`src/hdl/pat_pkg.sv`:
```
// constants, register map and state types for the paged address translation unit
// assumes a 16-bit virtual bus from the core and an 18-bit physical bus to memory
package pat_pkg;
    localparam int VA_W = 16;
    localparam int PA_W = 18;
    localparam int OFF_W = 13;
    localparam int SPACE_W = 2;
    localparam int PAGE_W = VA_W - OFF_W;
    localparam int IDX_W = SPACE_W + PAGE_W;
    localparam int ENTRIES = 1 << IDX_W;
    localparam int FRAME_W = PA_W - OFF_W;
    localparam int PSW_SPACE_HI = 15;
    localparam int PSW_SPACE_LO = 14;

    // apb register byte offsets
    localparam logic [11:0] CTRL_OFS = 12'h000;
    localparam logic [11:0] STATUS_OFS = 12'h004;
    localparam logic [11:0] MASK_OFS = 12'h008;
    localparam logic [11:0] FAULT_OFS = 12'h00c;
    localparam logic [11:0] MAP_OFS = 12'h080;
    localparam logic [4:0] MAP_SEL = 5'h01;

    // field positions
    localparam int CTRL_EN_BIT = 0;
    localparam int STAT_NRES_BIT = 0;
    localparam int ENT_RES_BIT = 8;
    localparam int ENT_ACC_BIT = 9;
    localparam int ENT_WR_BIT = 10;
    localparam int FLT_SPACE_LO = 16;
    localparam int FLT_WR_BIT = 18;

    // values after reset
    localparam logic CTRL_EN_RST = 1'b0;
    localparam logic STAT_RST = 1'b0;
    localparam logic MASK_RST = 1'b0;
    localparam logic [31:0] DATA_RST = 32'h0000_0000;

    typedef enum logic [1:0] {PAT_IDLE, PAT_LOOK, PAT_ISSUE} pat_state_e;
endpackage

```
`src/hdl/pat_translate.sv`:
```
// paged virtual to physical translation with residency check and usage flags
// assumes core and memory handshakes and apb all run on clk_in
`timescale 1ns/10ps
`default_nettype none
module pat_translate (
    input wire logic clk_in,
    input wire logic rst_in,
    // apb slave
    input wire logic psel_in,
    input wire logic penable_in,
    input wire logic pwrite_in,
    input wire logic [11:0] paddr_in,
    input wire logic [31:0] pwdata_in,
    output logic [31:0] prdata_out,
    output logic pready_out,
    output logic pslverr_out,
    // core request side
    input wire logic req_valid_in,
    input wire logic req_write_in,
    input wire logic [pat_pkg::VA_W-1:0] req_addr_in,
    input wire logic [15:0] processor_status_word_in,
    output logic req_ready_out,
    output logic req_done_out,
    output logic req_abort_out,
    // memory side
    output logic mem_valid_out,
    output logic mem_write_out,
    output logic [pat_pkg::PA_W-1:0] mem_addr_out,
    input wire logic mem_ready_in,
    // interrupt to the core
    output logic irq_out
);
    localparam int IW = pat_pkg::IDX_W;
    localparam int DW = pat_pkg::FRAME_W + 1;

    ////////////////////////////////////////////////////////////////////////////
    // apb registers
    logic en_ff, nxt_en;
    logic stat_ff, nxt_stat;
    logic mask_ff, nxt_mask;
    logic [31:0] prdata_ff, nxt_prdata;
    logic pready_ff, nxt_pready;
    logic pslverr_ff, nxt_pslverr;
    logic irq_ff, nxt_irq;
    logic apb_wr, is_map, known;
    logic [IW-1:0] apb_idx;
    logic [DW-1:0] map_wdata, rda_data, rdb_data;
    logic [(1<<IW)-1:0] acc_vec, wr_vec;

    // translation state
    pat_pkg::pat_state_e st_ff, nxt_st;
    logic [pat_pkg::VA_W-1:0] va_ff, nxt_va;
    logic [pat_pkg::SPACE_W-1:0] sp_ff, nxt_sp;
    logic rw_ff, nxt_rw;
    logic rdy_ff, nxt_rdy;
    logic done_ff, nxt_done;
    logic abort_ff, nxt_abort;
    logic mv_ff, nxt_mv;
    logic mw_ff, nxt_mw;
    logic [pat_pkg::PA_W-1:0] ma_ff, nxt_ma;
    logic [31:0] fault_ff, nxt_fault;
    logic take, fault_ev, use_set;
    logic [IW-1:0] look_idx;

    ////////////////////////////////////////////////////////////////////////////
    // apb decode; one wait state so map reads come from the registered ram port
    always_comb
    begin
        is_map = paddr_in[11:7] == pat_pkg::MAP_SEL;
        apb_idx = paddr_in[6:2];
        known = is_map || paddr_in == pat_pkg::CTRL_OFS || paddr_in == pat_pkg::STATUS_OFS
            || paddr_in == pat_pkg::MASK_OFS || paddr_in == pat_pkg::FAULT_OFS;
        apb_wr = psel_in && penable_in && pready_ff && pwrite_in && known;
        map_wdata = {pwdata_in[pat_pkg::ENT_RES_BIT], pwdata_in[pat_pkg::FRAME_W-1:0]};
    end

    always_comb
    begin
        nxt_en = en_ff;
        nxt_mask = mask_ff;
        nxt_stat = stat_ff;
        nxt_pready = psel_in && penable_in && !pready_ff;
        nxt_pslverr = psel_in && penable_in && !pready_ff && !known;
        nxt_prdata = prdata_ff;
        if (apb_wr && paddr_in == pat_pkg::CTRL_OFS)
        begin
            nxt_en = pwdata_in[pat_pkg::CTRL_EN_BIT];
        end
        if (apb_wr && paddr_in == pat_pkg::MASK_OFS)
        begin
            nxt_mask = pwdata_in[pat_pkg::STAT_NRES_BIT];
        end
        if (apb_wr && paddr_in == pat_pkg::STATUS_OFS && pwdata_in[pat_pkg::STAT_NRES_BIT])
        begin
            nxt_stat = 1'b0;
        end
        // a fault in the clearing cycle is kept
        if (fault_ev)
        begin
            nxt_stat = 1'b1;
        end
        if (psel_in && penable_in && !pready_ff && !pwrite_in)
        begin
            nxt_prdata = 32'h0000_0000;
            if (is_map)
            begin
                nxt_prdata[pat_pkg::FRAME_W-1:0] = rdb_data[pat_pkg::FRAME_W-1:0];
                nxt_prdata[pat_pkg::ENT_RES_BIT] = rdb_data[DW-1];
                nxt_prdata[pat_pkg::ENT_ACC_BIT] = acc_vec[apb_idx];
                nxt_prdata[pat_pkg::ENT_WR_BIT] = wr_vec[apb_idx];
            end
            else if (paddr_in == pat_pkg::CTRL_OFS)
            begin
                nxt_prdata[pat_pkg::CTRL_EN_BIT] = en_ff;
            end
            else if (paddr_in == pat_pkg::STATUS_OFS)
            begin
                nxt_prdata[pat_pkg::STAT_NRES_BIT] = stat_ff;
            end
            else if (paddr_in == pat_pkg::MASK_OFS)
            begin
                nxt_prdata[pat_pkg::STAT_NRES_BIT] = mask_ff;
            end
            else if (paddr_in == pat_pkg::FAULT_OFS)
            begin
                nxt_prdata = fault_ff;
            end
        end
        nxt_irq = nxt_stat && nxt_mask;
    end

    always_ff @(posedge clk_in)
    begin
        if (rst_in)
        begin
            en_ff <= pat_pkg::CTRL_EN_RST;
            stat_ff <= pat_pkg::STAT_RST;
            mask_ff <= pat_pkg::MASK_RST;
            prdata_ff <= pat_pkg::DATA_RST;
            pready_ff <= 1'b0;
            pslverr_ff <= 1'b0;
            irq_ff <= 1'b0;
        end
        else
        begin
            en_ff <= nxt_en;
            stat_ff <= nxt_stat;
            mask_ff <= nxt_mask;
            prdata_ff <= nxt_prdata;
            pready_ff <= nxt_pready;
            pslverr_ff <= nxt_pslverr;
            irq_ff <= nxt_irq;
        end
    end

    ////////////////////////////////////////////////////////////////////////////
    // page map and usage flags
    pat_map_ram #(
        .AW(IW),
        .DW(DW)
    ) u_map (
        .clk_in(clk_in),
        .wr_en_in(apb_wr && is_map),
        .wr_addr_in(apb_idx),
        .wr_data_in(map_wdata),
        .rda_addr_in(look_idx),
        .rda_data_out(rda_data),
        .rdb_addr_in(apb_idx),
        .rdb_data_out(rdb_data)
    );

    pat_usage #(
        .AW(IW)
    ) u_usage (
        .clk_in(clk_in),
        .rst_in(rst_in),
        .set_in(use_set),
        .set_wr_in(rw_ff),
        .set_idx_in({sp_ff, va_ff[pat_pkg::VA_W-1:pat_pkg::OFF_W]}),
        .clr_in(apb_wr && is_map),
        .clr_idx_in(apb_idx),
        .acc_out(acc_vec),
        .wr_out(wr_vec)
    );

    ////////////////////////////////////////////////////////////////////////////
    // translation sequence: accept, look up, then issue or abort
    always_comb
    begin
        take = st_ff == pat_pkg::PAT_IDLE && req_valid_in && rdy_ff;
        // map selected by the two top status word bits
        look_idx = {processor_status_word_in[pat_pkg::PSW_SPACE_HI:pat_pkg::PSW_SPACE_LO],
            req_addr_in[pat_pkg::VA_W-1:pat_pkg::OFF_W]};
        fault_ev = st_ff == pat_pkg::PAT_LOOK && en_ff && !rda_data[DW-1];
        use_set = st_ff == pat_pkg::PAT_LOOK && en_ff && rda_data[DW-1];
        nxt_st = st_ff;
        nxt_va = va_ff;
        nxt_sp = sp_ff;
        nxt_rw = rw_ff;
        nxt_done = 1'b0;
        nxt_abort = 1'b0;
        nxt_mv = mv_ff;
        nxt_mw = mw_ff;
        nxt_ma = ma_ff;
        nxt_fault = fault_ff;
        case (st_ff)
            pat_pkg::PAT_IDLE:
            begin
                if (take)
                begin
                    nxt_va = req_addr_in;
                    nxt_sp = look_idx[IW-1:pat_pkg::PAGE_W];
                    nxt_rw = req_write_in;
                    nxt_st = pat_pkg::PAT_LOOK;
                end
            end
            pat_pkg::PAT_LOOK:
            begin
                if (fault_ev)
                begin
                    // transfer never reaches memory
                    nxt_abort = 1'b1;
                    nxt_fault = 32'h0000_0000;
                    nxt_fault[pat_pkg::VA_W-1:0] = va_ff;
                    nxt_fault[pat_pkg::FLT_SPACE_LO+:pat_pkg::SPACE_W] = sp_ff;
                    nxt_fault[pat_pkg::FLT_WR_BIT] = rw_ff;
                    nxt_st = pat_pkg::PAT_IDLE;
                end
                else
                begin
                    nxt_mv = 1'b1;
                    nxt_mw = rw_ff;
                    if (en_ff)
                    begin
                        nxt_ma = {rda_data[pat_pkg::FRAME_W-1:0],
                            va_ff[pat_pkg::OFF_W-1:0]};
                    end
                    else
                    begin
                        // relocation off: identity map into the low 64 kbytes
                        nxt_ma = {{(pat_pkg::PA_W-pat_pkg::VA_W){1'b0}}, va_ff};
                    end
                    nxt_st = pat_pkg::PAT_ISSUE;
                end
            end
            pat_pkg::PAT_ISSUE:
            begin
                if (mem_ready_in)
                begin
                    nxt_mv = 1'b0;
                    nxt_mw = 1'b0;
                    nxt_done = 1'b1;
                    nxt_st = pat_pkg::PAT_IDLE;
                end
            end
            default:
            begin
                nxt_st = pat_pkg::PAT_IDLE;
                nxt_mv = 1'b0;
            end
        endcase
        nxt_rdy = nxt_st == pat_pkg::PAT_IDLE && !take;
    end

    always_ff @(posedge clk_in)
    begin
        if (rst_in)
        begin
            st_ff <= pat_pkg::PAT_IDLE;
            va_ff <= '0;
            sp_ff <= '0;
            rw_ff <= 1'b0;
            rdy_ff <= 1'b0;
            done_ff <= 1'b0;
            abort_ff <= 1'b0;
            mv_ff <= 1'b0;
            mw_ff <= 1'b0;
            ma_ff <= '0;
            fault_ff <= pat_pkg::DATA_RST;
        end
        else
        begin
            st_ff <= nxt_st;
            va_ff <= nxt_va;
            sp_ff <= nxt_sp;
            rw_ff <= nxt_rw;
            rdy_ff <= nxt_rdy;
            done_ff <= nxt_done;
            abort_ff <= nxt_abort;
            mv_ff <= nxt_mv;
            mw_ff <= nxt_mw;
            ma_ff <= nxt_ma;
            fault_ff <= nxt_fault;
        end
    end

    ////////////////////////////////////////////////////////////////////////////
    always_comb
    begin
        prdata_out = prdata_ff;
        pready_out = pready_ff;
        pslverr_out = pslverr_ff;
        req_ready_out = rdy_ff;
        req_done_out = done_ff;
        req_abort_out = abort_ff;
        mem_valid_out = mv_ff;
        mem_write_out = mw_ff;
        mem_addr_out = ma_ff;
        irq_out = irq_ff;
    end
endmodule
`default_nettype wire

```
`src/hdl/pat_map_ram.sv`:
```
// page map store: one write port, two registered read ports
// assumes one clock; read data appear one edge after the address
`timescale 1ns/10ps
`default_nettype none
module pat_map_ram #(
    parameter int AW = 5,
    parameter int DW = 6
) (
    input wire logic clk_in,
    input wire logic wr_en_in,
    input wire logic [AW-1:0] wr_addr_in,
    input wire logic [DW-1:0] wr_data_in,
    input wire logic [AW-1:0] rda_addr_in,
    output logic [DW-1:0] rda_data_out,
    input wire logic [AW-1:0] rdb_addr_in,
    output logic [DW-1:0] rdb_data_out
);
    logic [DW-1:0] mem_ff [0:(1<<AW)-1];

    ////////////////////////////////////////////////////////////////////////////
    // no reset on contents: software loads every entry before enabling
    always_ff @(posedge clk_in)
    begin
        if (wr_en_in)
        begin
            mem_ff[wr_addr_in] <= wr_data_in;
        end
        rda_data_out <= mem_ff[rda_addr_in];
        rdb_data_out <= mem_ff[rdb_addr_in];
    end
endmodule
`default_nettype wire

```
`src/hdl/pat_usage.sv`:
```
// per-page accessed and written flags
// assumes set and clear come from the same clock; set wins over clear
`timescale 1ns/10ps
`default_nettype none
module pat_usage #(
    parameter int AW = 5
) (
    input wire logic clk_in,
    input wire logic rst_in,
    input wire logic set_in,
    input wire logic set_wr_in,
    input wire logic [AW-1:0] set_idx_in,
    input wire logic clr_in,
    input wire logic [AW-1:0] clr_idx_in,
    output logic [(1<<AW)-1:0] acc_out,
    output logic [(1<<AW)-1:0] wr_out
);
    localparam int N = 1 << AW;
    logic [N-1:0] nxt_acc;
    logic [N-1:0] nxt_wr;

    ////////////////////////////////////////////////////////////////////////////
    for (genvar i = 0; i < N; i++)
    begin : g_page
        always_comb
        begin
            nxt_acc[i] = acc_out[i];
            nxt_wr[i] = wr_out[i];
            if (clr_in && clr_idx_in == AW'(i))
            begin
                nxt_acc[i] = 1'b0;
                nxt_wr[i] = 1'b0;
            end
            if (set_in && set_idx_in == AW'(i))
            begin
                nxt_acc[i] = 1'b1;
                if (set_wr_in)
                begin
                    nxt_wr[i] = 1'b1;
                end
            end
        end
    end

    always_ff @(posedge clk_in)
    begin
        if (rst_in)
        begin
            acc_out <= '0;
            wr_out <= '0;
        end
        else
        begin
            acc_out <= nxt_acc;
            wr_out <= nxt_wr;
        end
    end
endmodule
`default_nettype wire

```
`config.mk`:
```
export PLATFORM = sky130hd
export DESIGN_NAME = pat_translate
export DESIGN_NICKNAME = d
export VERILOG_FILES = /design/src/hdl/pat_pkg.sv /design/src/hdl/pat_translate.sv /design/src/hdl/pat_map_ram.sv /design/src/hdl/pat_usage.sv
export SDC_FILE = /design/constraint.sdc
export NUM_CORES = 1
export LEC_CHECK = 0
export ABC_AREA = 0
export BUFFER_PORTS_ARGS = -buffer_cell sky130_fd_sc_hd__buf_2
export CAP_MARGIN = 15
export CELL_PAD_IN_SITES_DETAIL_PLACEMENT = 0
export CELL_PAD_IN_SITES_GLOBAL_PLACEMENT = 1
export CORE_AREA = 4 4 193 195
export DETAILED_ROUTE_END_ITERATION = 12
export DIE_AREA = 0 0 197 199
export PLACE_DENSITY = 0.74
export SLEW_MARGIN = 20
export SYNTH_ARGS = -nofsm -noshare
export SYNTH_HDL_FRONTEND = slang
export SYNTH_SLANG_ARGS = --single-unit
```
`constraint.sdc`:
```
create_clock -name clk_in -period 3 [get_ports clk_in]
set_input_delay 0.6 -clock clk_in [delete_from_list [all_inputs] [get_ports clk_in]]
set_output_delay 0.6 -clock clk_in [all_outputs]
set_load 0.03 [all_outputs]
```
==> impl_metrics.toml <==
[worst_hold_path]
hold_path_class = "in -> reg"

[drt]
dr.first_iter.drc_count = 994
wl_um = 41300
drc = 0
viasPerCell = 5.80
ant_nets = 0
drtPass1Iterations = 5
vias = 10200
routedWlPerCell_um = 23.5

[clocking]
htreeDepth = 2
clk_pin_slew_ns = 0.06
cts-root-buf = "clkbuf_16"
cts-buffers-inserted = 39
ctsHoldBuffers = 0
cts.sinks = 356
postCtsSetupBuffers = 0
clockBufferDepth = 3
postCtsResizedCells = 0
cts_tree = "built"
clk_latency_ns = 0.54

[yosys]
synth_simple_gate_area_share_pct = 9.92
synth.most_common_cell = "edfxtp_1"
post_synth_inst_count = 1166
synth_top_family_by_area = "multiplexers"
synthesis.area_um2 = 15500
ys_warn_count = 0
synth_compound_area_share_pct = 7.04
synth_edf_count = 192
ys_top_cells_by_area = "edfxtp_1 37%, dfxtp_1 21%, mux4_2 18%, nand2_1 4.1%, a22oi_1 3.8%"
ys_async_sr_fraction_pct = 0
synth_xor_area_share_pct = 0
ys_types = 49
synthAdderAreaFrac_pct = 0
ys.flop_type = "edfxtp_1"
avgSynthCellArea_um2 = 13.3
synth_top_area_share_pct = 37.1
ys_ff_latch = 356
synth_largest_area_cell = "edfxtp_1"
seq_area_frac_synth_pct = 58.2
netlist_top_cells_count = "192 x edfxtp_1, 169 x nand2_1, 164 x dfxtp_1, 123 x mux4_2, 104 x nor2_1"
synth.mux.area_fraction_pct = 20.8

[global_route]
grt_max_degree = 69
grt_pass1_vias = 9985
grt.total_usage_pct = 20.9
gr-total-overflow = 0
grt_pass1_wl_um = 62200
antenna_found_initial = 0

[power]
irDropWorstVdd_v = 0.000376
power_density_nw_per_um2 = 601
p_leak_uw = 0.00637

[setup_path]
cp_max_fo = 17
slowest_delay_ns = 0.65
worstPathCellList = "and4b_1 -> nor2b_1 -> buf_4 -> and2_1 -> a22oi_1 -> nor2_1"
end_kind = "flop"
crit_buf_inv = 1
crit_type = "reg -> reg"
start_kind = "flop"
worstPathArrival_ns = 2.73
required_ns = 3.46
cp_top_family = "simple AND/OR/NAND/NOR gates"
slowest_stage = "and2_1"

[sta]
skew_ns = 0.0242
clock.fmax_mhz = 440
whs_ns = 0.308
rsz0062_at_grt = "no"
slew_violations = 0
max_slew_margin_pct = 39.9
setup_slack_ns = 0.729
min_period_over_period_pct = 75.7
tns_ns = 0
setup_viol = 0
tightest_slew_ns = 0.899
period_needed_ns = 2.27
finalHoldViolations = 0

[placement]
pre_cts_ws_ns = 0.200
hpwlAfterDp_um = 28900
placed_area_um2 = 16600
gp_congestion = 0.840
port_buffers = 88

[layout]
syn_to_final_growth_pct = 15.7
insertedDiodeCount = 0
fin_nets = 1345
drive_gt1_share_pct = 27.2
n_fill_cell = 3016
finalInstanceArea_um2 = 18000

[floorplan]
die_area_um2 = 39200
start_util_pct = 43.9
die_w_um = 197
num_rows = 69
die_h_um = 199
core_um2 = 35400
io_pins = 142

[job]
drv_cap = 0

[status]
status = "completed"
==> registers in the layout, summed over array words and instances, names as in the netlist, 2 cells and up <==
register            cells
fault_ff               19
mem_addr_out           18
prdata_out             19
sp_ff                   2
st_ff                   2
u_map.mem_ff          192
u_map.rda_data_out      6
u_map.rdb_data_out      6
u_usage.acc_out        32
u_usage.wr_out         32
va_ff                  16
==> where the power goes <==
part	internal (uW)	switching (uW)
combinational	287	427
sequential	5170	33.2
clock	2930	1950
total	8390	2410
==> worst paths after layout <==
check | start | end | slack, ns | depth (start not counted)
setup / recovery | en_ff$_SDFFE_PP0P_ | u_usage.wr_out[12]$_SDFF_PP0_ | 0.73 | 6
hold / removal | req_addr_in[7] | va_ff[7]$_SDFFE_PP0P_ | 0.31 | 3
setup reg to reg | en_ff$_SDFFE_PP0P_ | u_usage.wr_out[12]$_SDFF_PP0_ | 0.73 | 6
hold reg to reg | mem_addr_out[6]$_SDFFE_PP0P_ | mem_addr_out[6]$_SDFFE_PP0P_ | 0.45 | 2
==> kinds of logic (layout without fill, tap and decap cells) <==
group | after synthesis | in the layout
muxes | 161 | 161
buffers and inverters | 135 | 249
and+or+nand+nor | 346 | 346
other | 1 | 13
AOI/OAI and AO/OA | 167 | 167
DFF | 356 | 356
==> through the flow <==
step                      power (uW)  std cells  util, %
after floorplan                 5760       1178        -
after global placement          6020       1681     47.0
after detailed placement        6020       1681     47.0
after CTS                      10900       1753     50.8
after global routing           11200       1753     50.8
final                          10800       1753     50.8
==> routing by layer <==
metal	wire length [um]	share of wire (%)	vias to the layer above	global-route usage (%)
li1	-	-	4573	-
met1	17200	42	5130	29.4
met2	19700	48	388	33.8
met3	3190	7.7	68	3.46
met4	1140	2.8	0	6.09
met5	0	0	-	0
==> cells in the final DEF (no fill, tap or decap), types with 4 or more instances in the layout <==
master | synthesis | routed
mux2i_1 | 25 | 25
nand3_1 | 8 | 8
buf_12 | 1 | 8
mux4_2 | 123 | 123
nand2b_1 | 10 | 10
nor2b_1 | 11 | 11
nor3_1 | 8 | 8
edfxtp_1 | 192 | 192
mux4_1 | 4 | 4
mux2_2 | 9 | 9
clkbuf_1 | 62 | 7
dfxtp_1 | 164 | 164
inv_1 | 33 | 33
conb_1 | 1 | 13
clkbuf_8 | 0 | 10
a31oi_1 | 5 | 5
o21ai_0 | 4 | 4
nor4_1 | 6 | 6
nor4_2 | 8 | 8
clkinv_2 | 0 | 7
a211oi_1 | 7 | 7
a22oi_1 | 79 | 79
nor2_1 | 104 | 104
nand2_1 | 169 | 169
buf_4 | 16 | 51
a21oi_1 | 61 | 61
buf_2 | 15 | 84
clkbuf_16 | 0 | 39
==> layout make-up <==
cell class / instances / area, um^2 / area share [%]
Sequential cell: 356 / 9050 / 50.4
Tap cell: 461 / 577 / 3.21
Multi-Input combinational cell: 687 / 5920 / 32.9
Inverter: 34 / 128 / 0.710
Clock inverter: 16 / 196 / 1.09
Timing Repair Buffer: 143 / 963 / 5.36
Clock buffer: 56 / 1140 / 6.34
==> worst min-delay path: stages <==
cell     delay (ns)
buf_2          0.10
nand2_1        0.04
a21oi_1        0.05
Power figures use the tool's default switching activity.
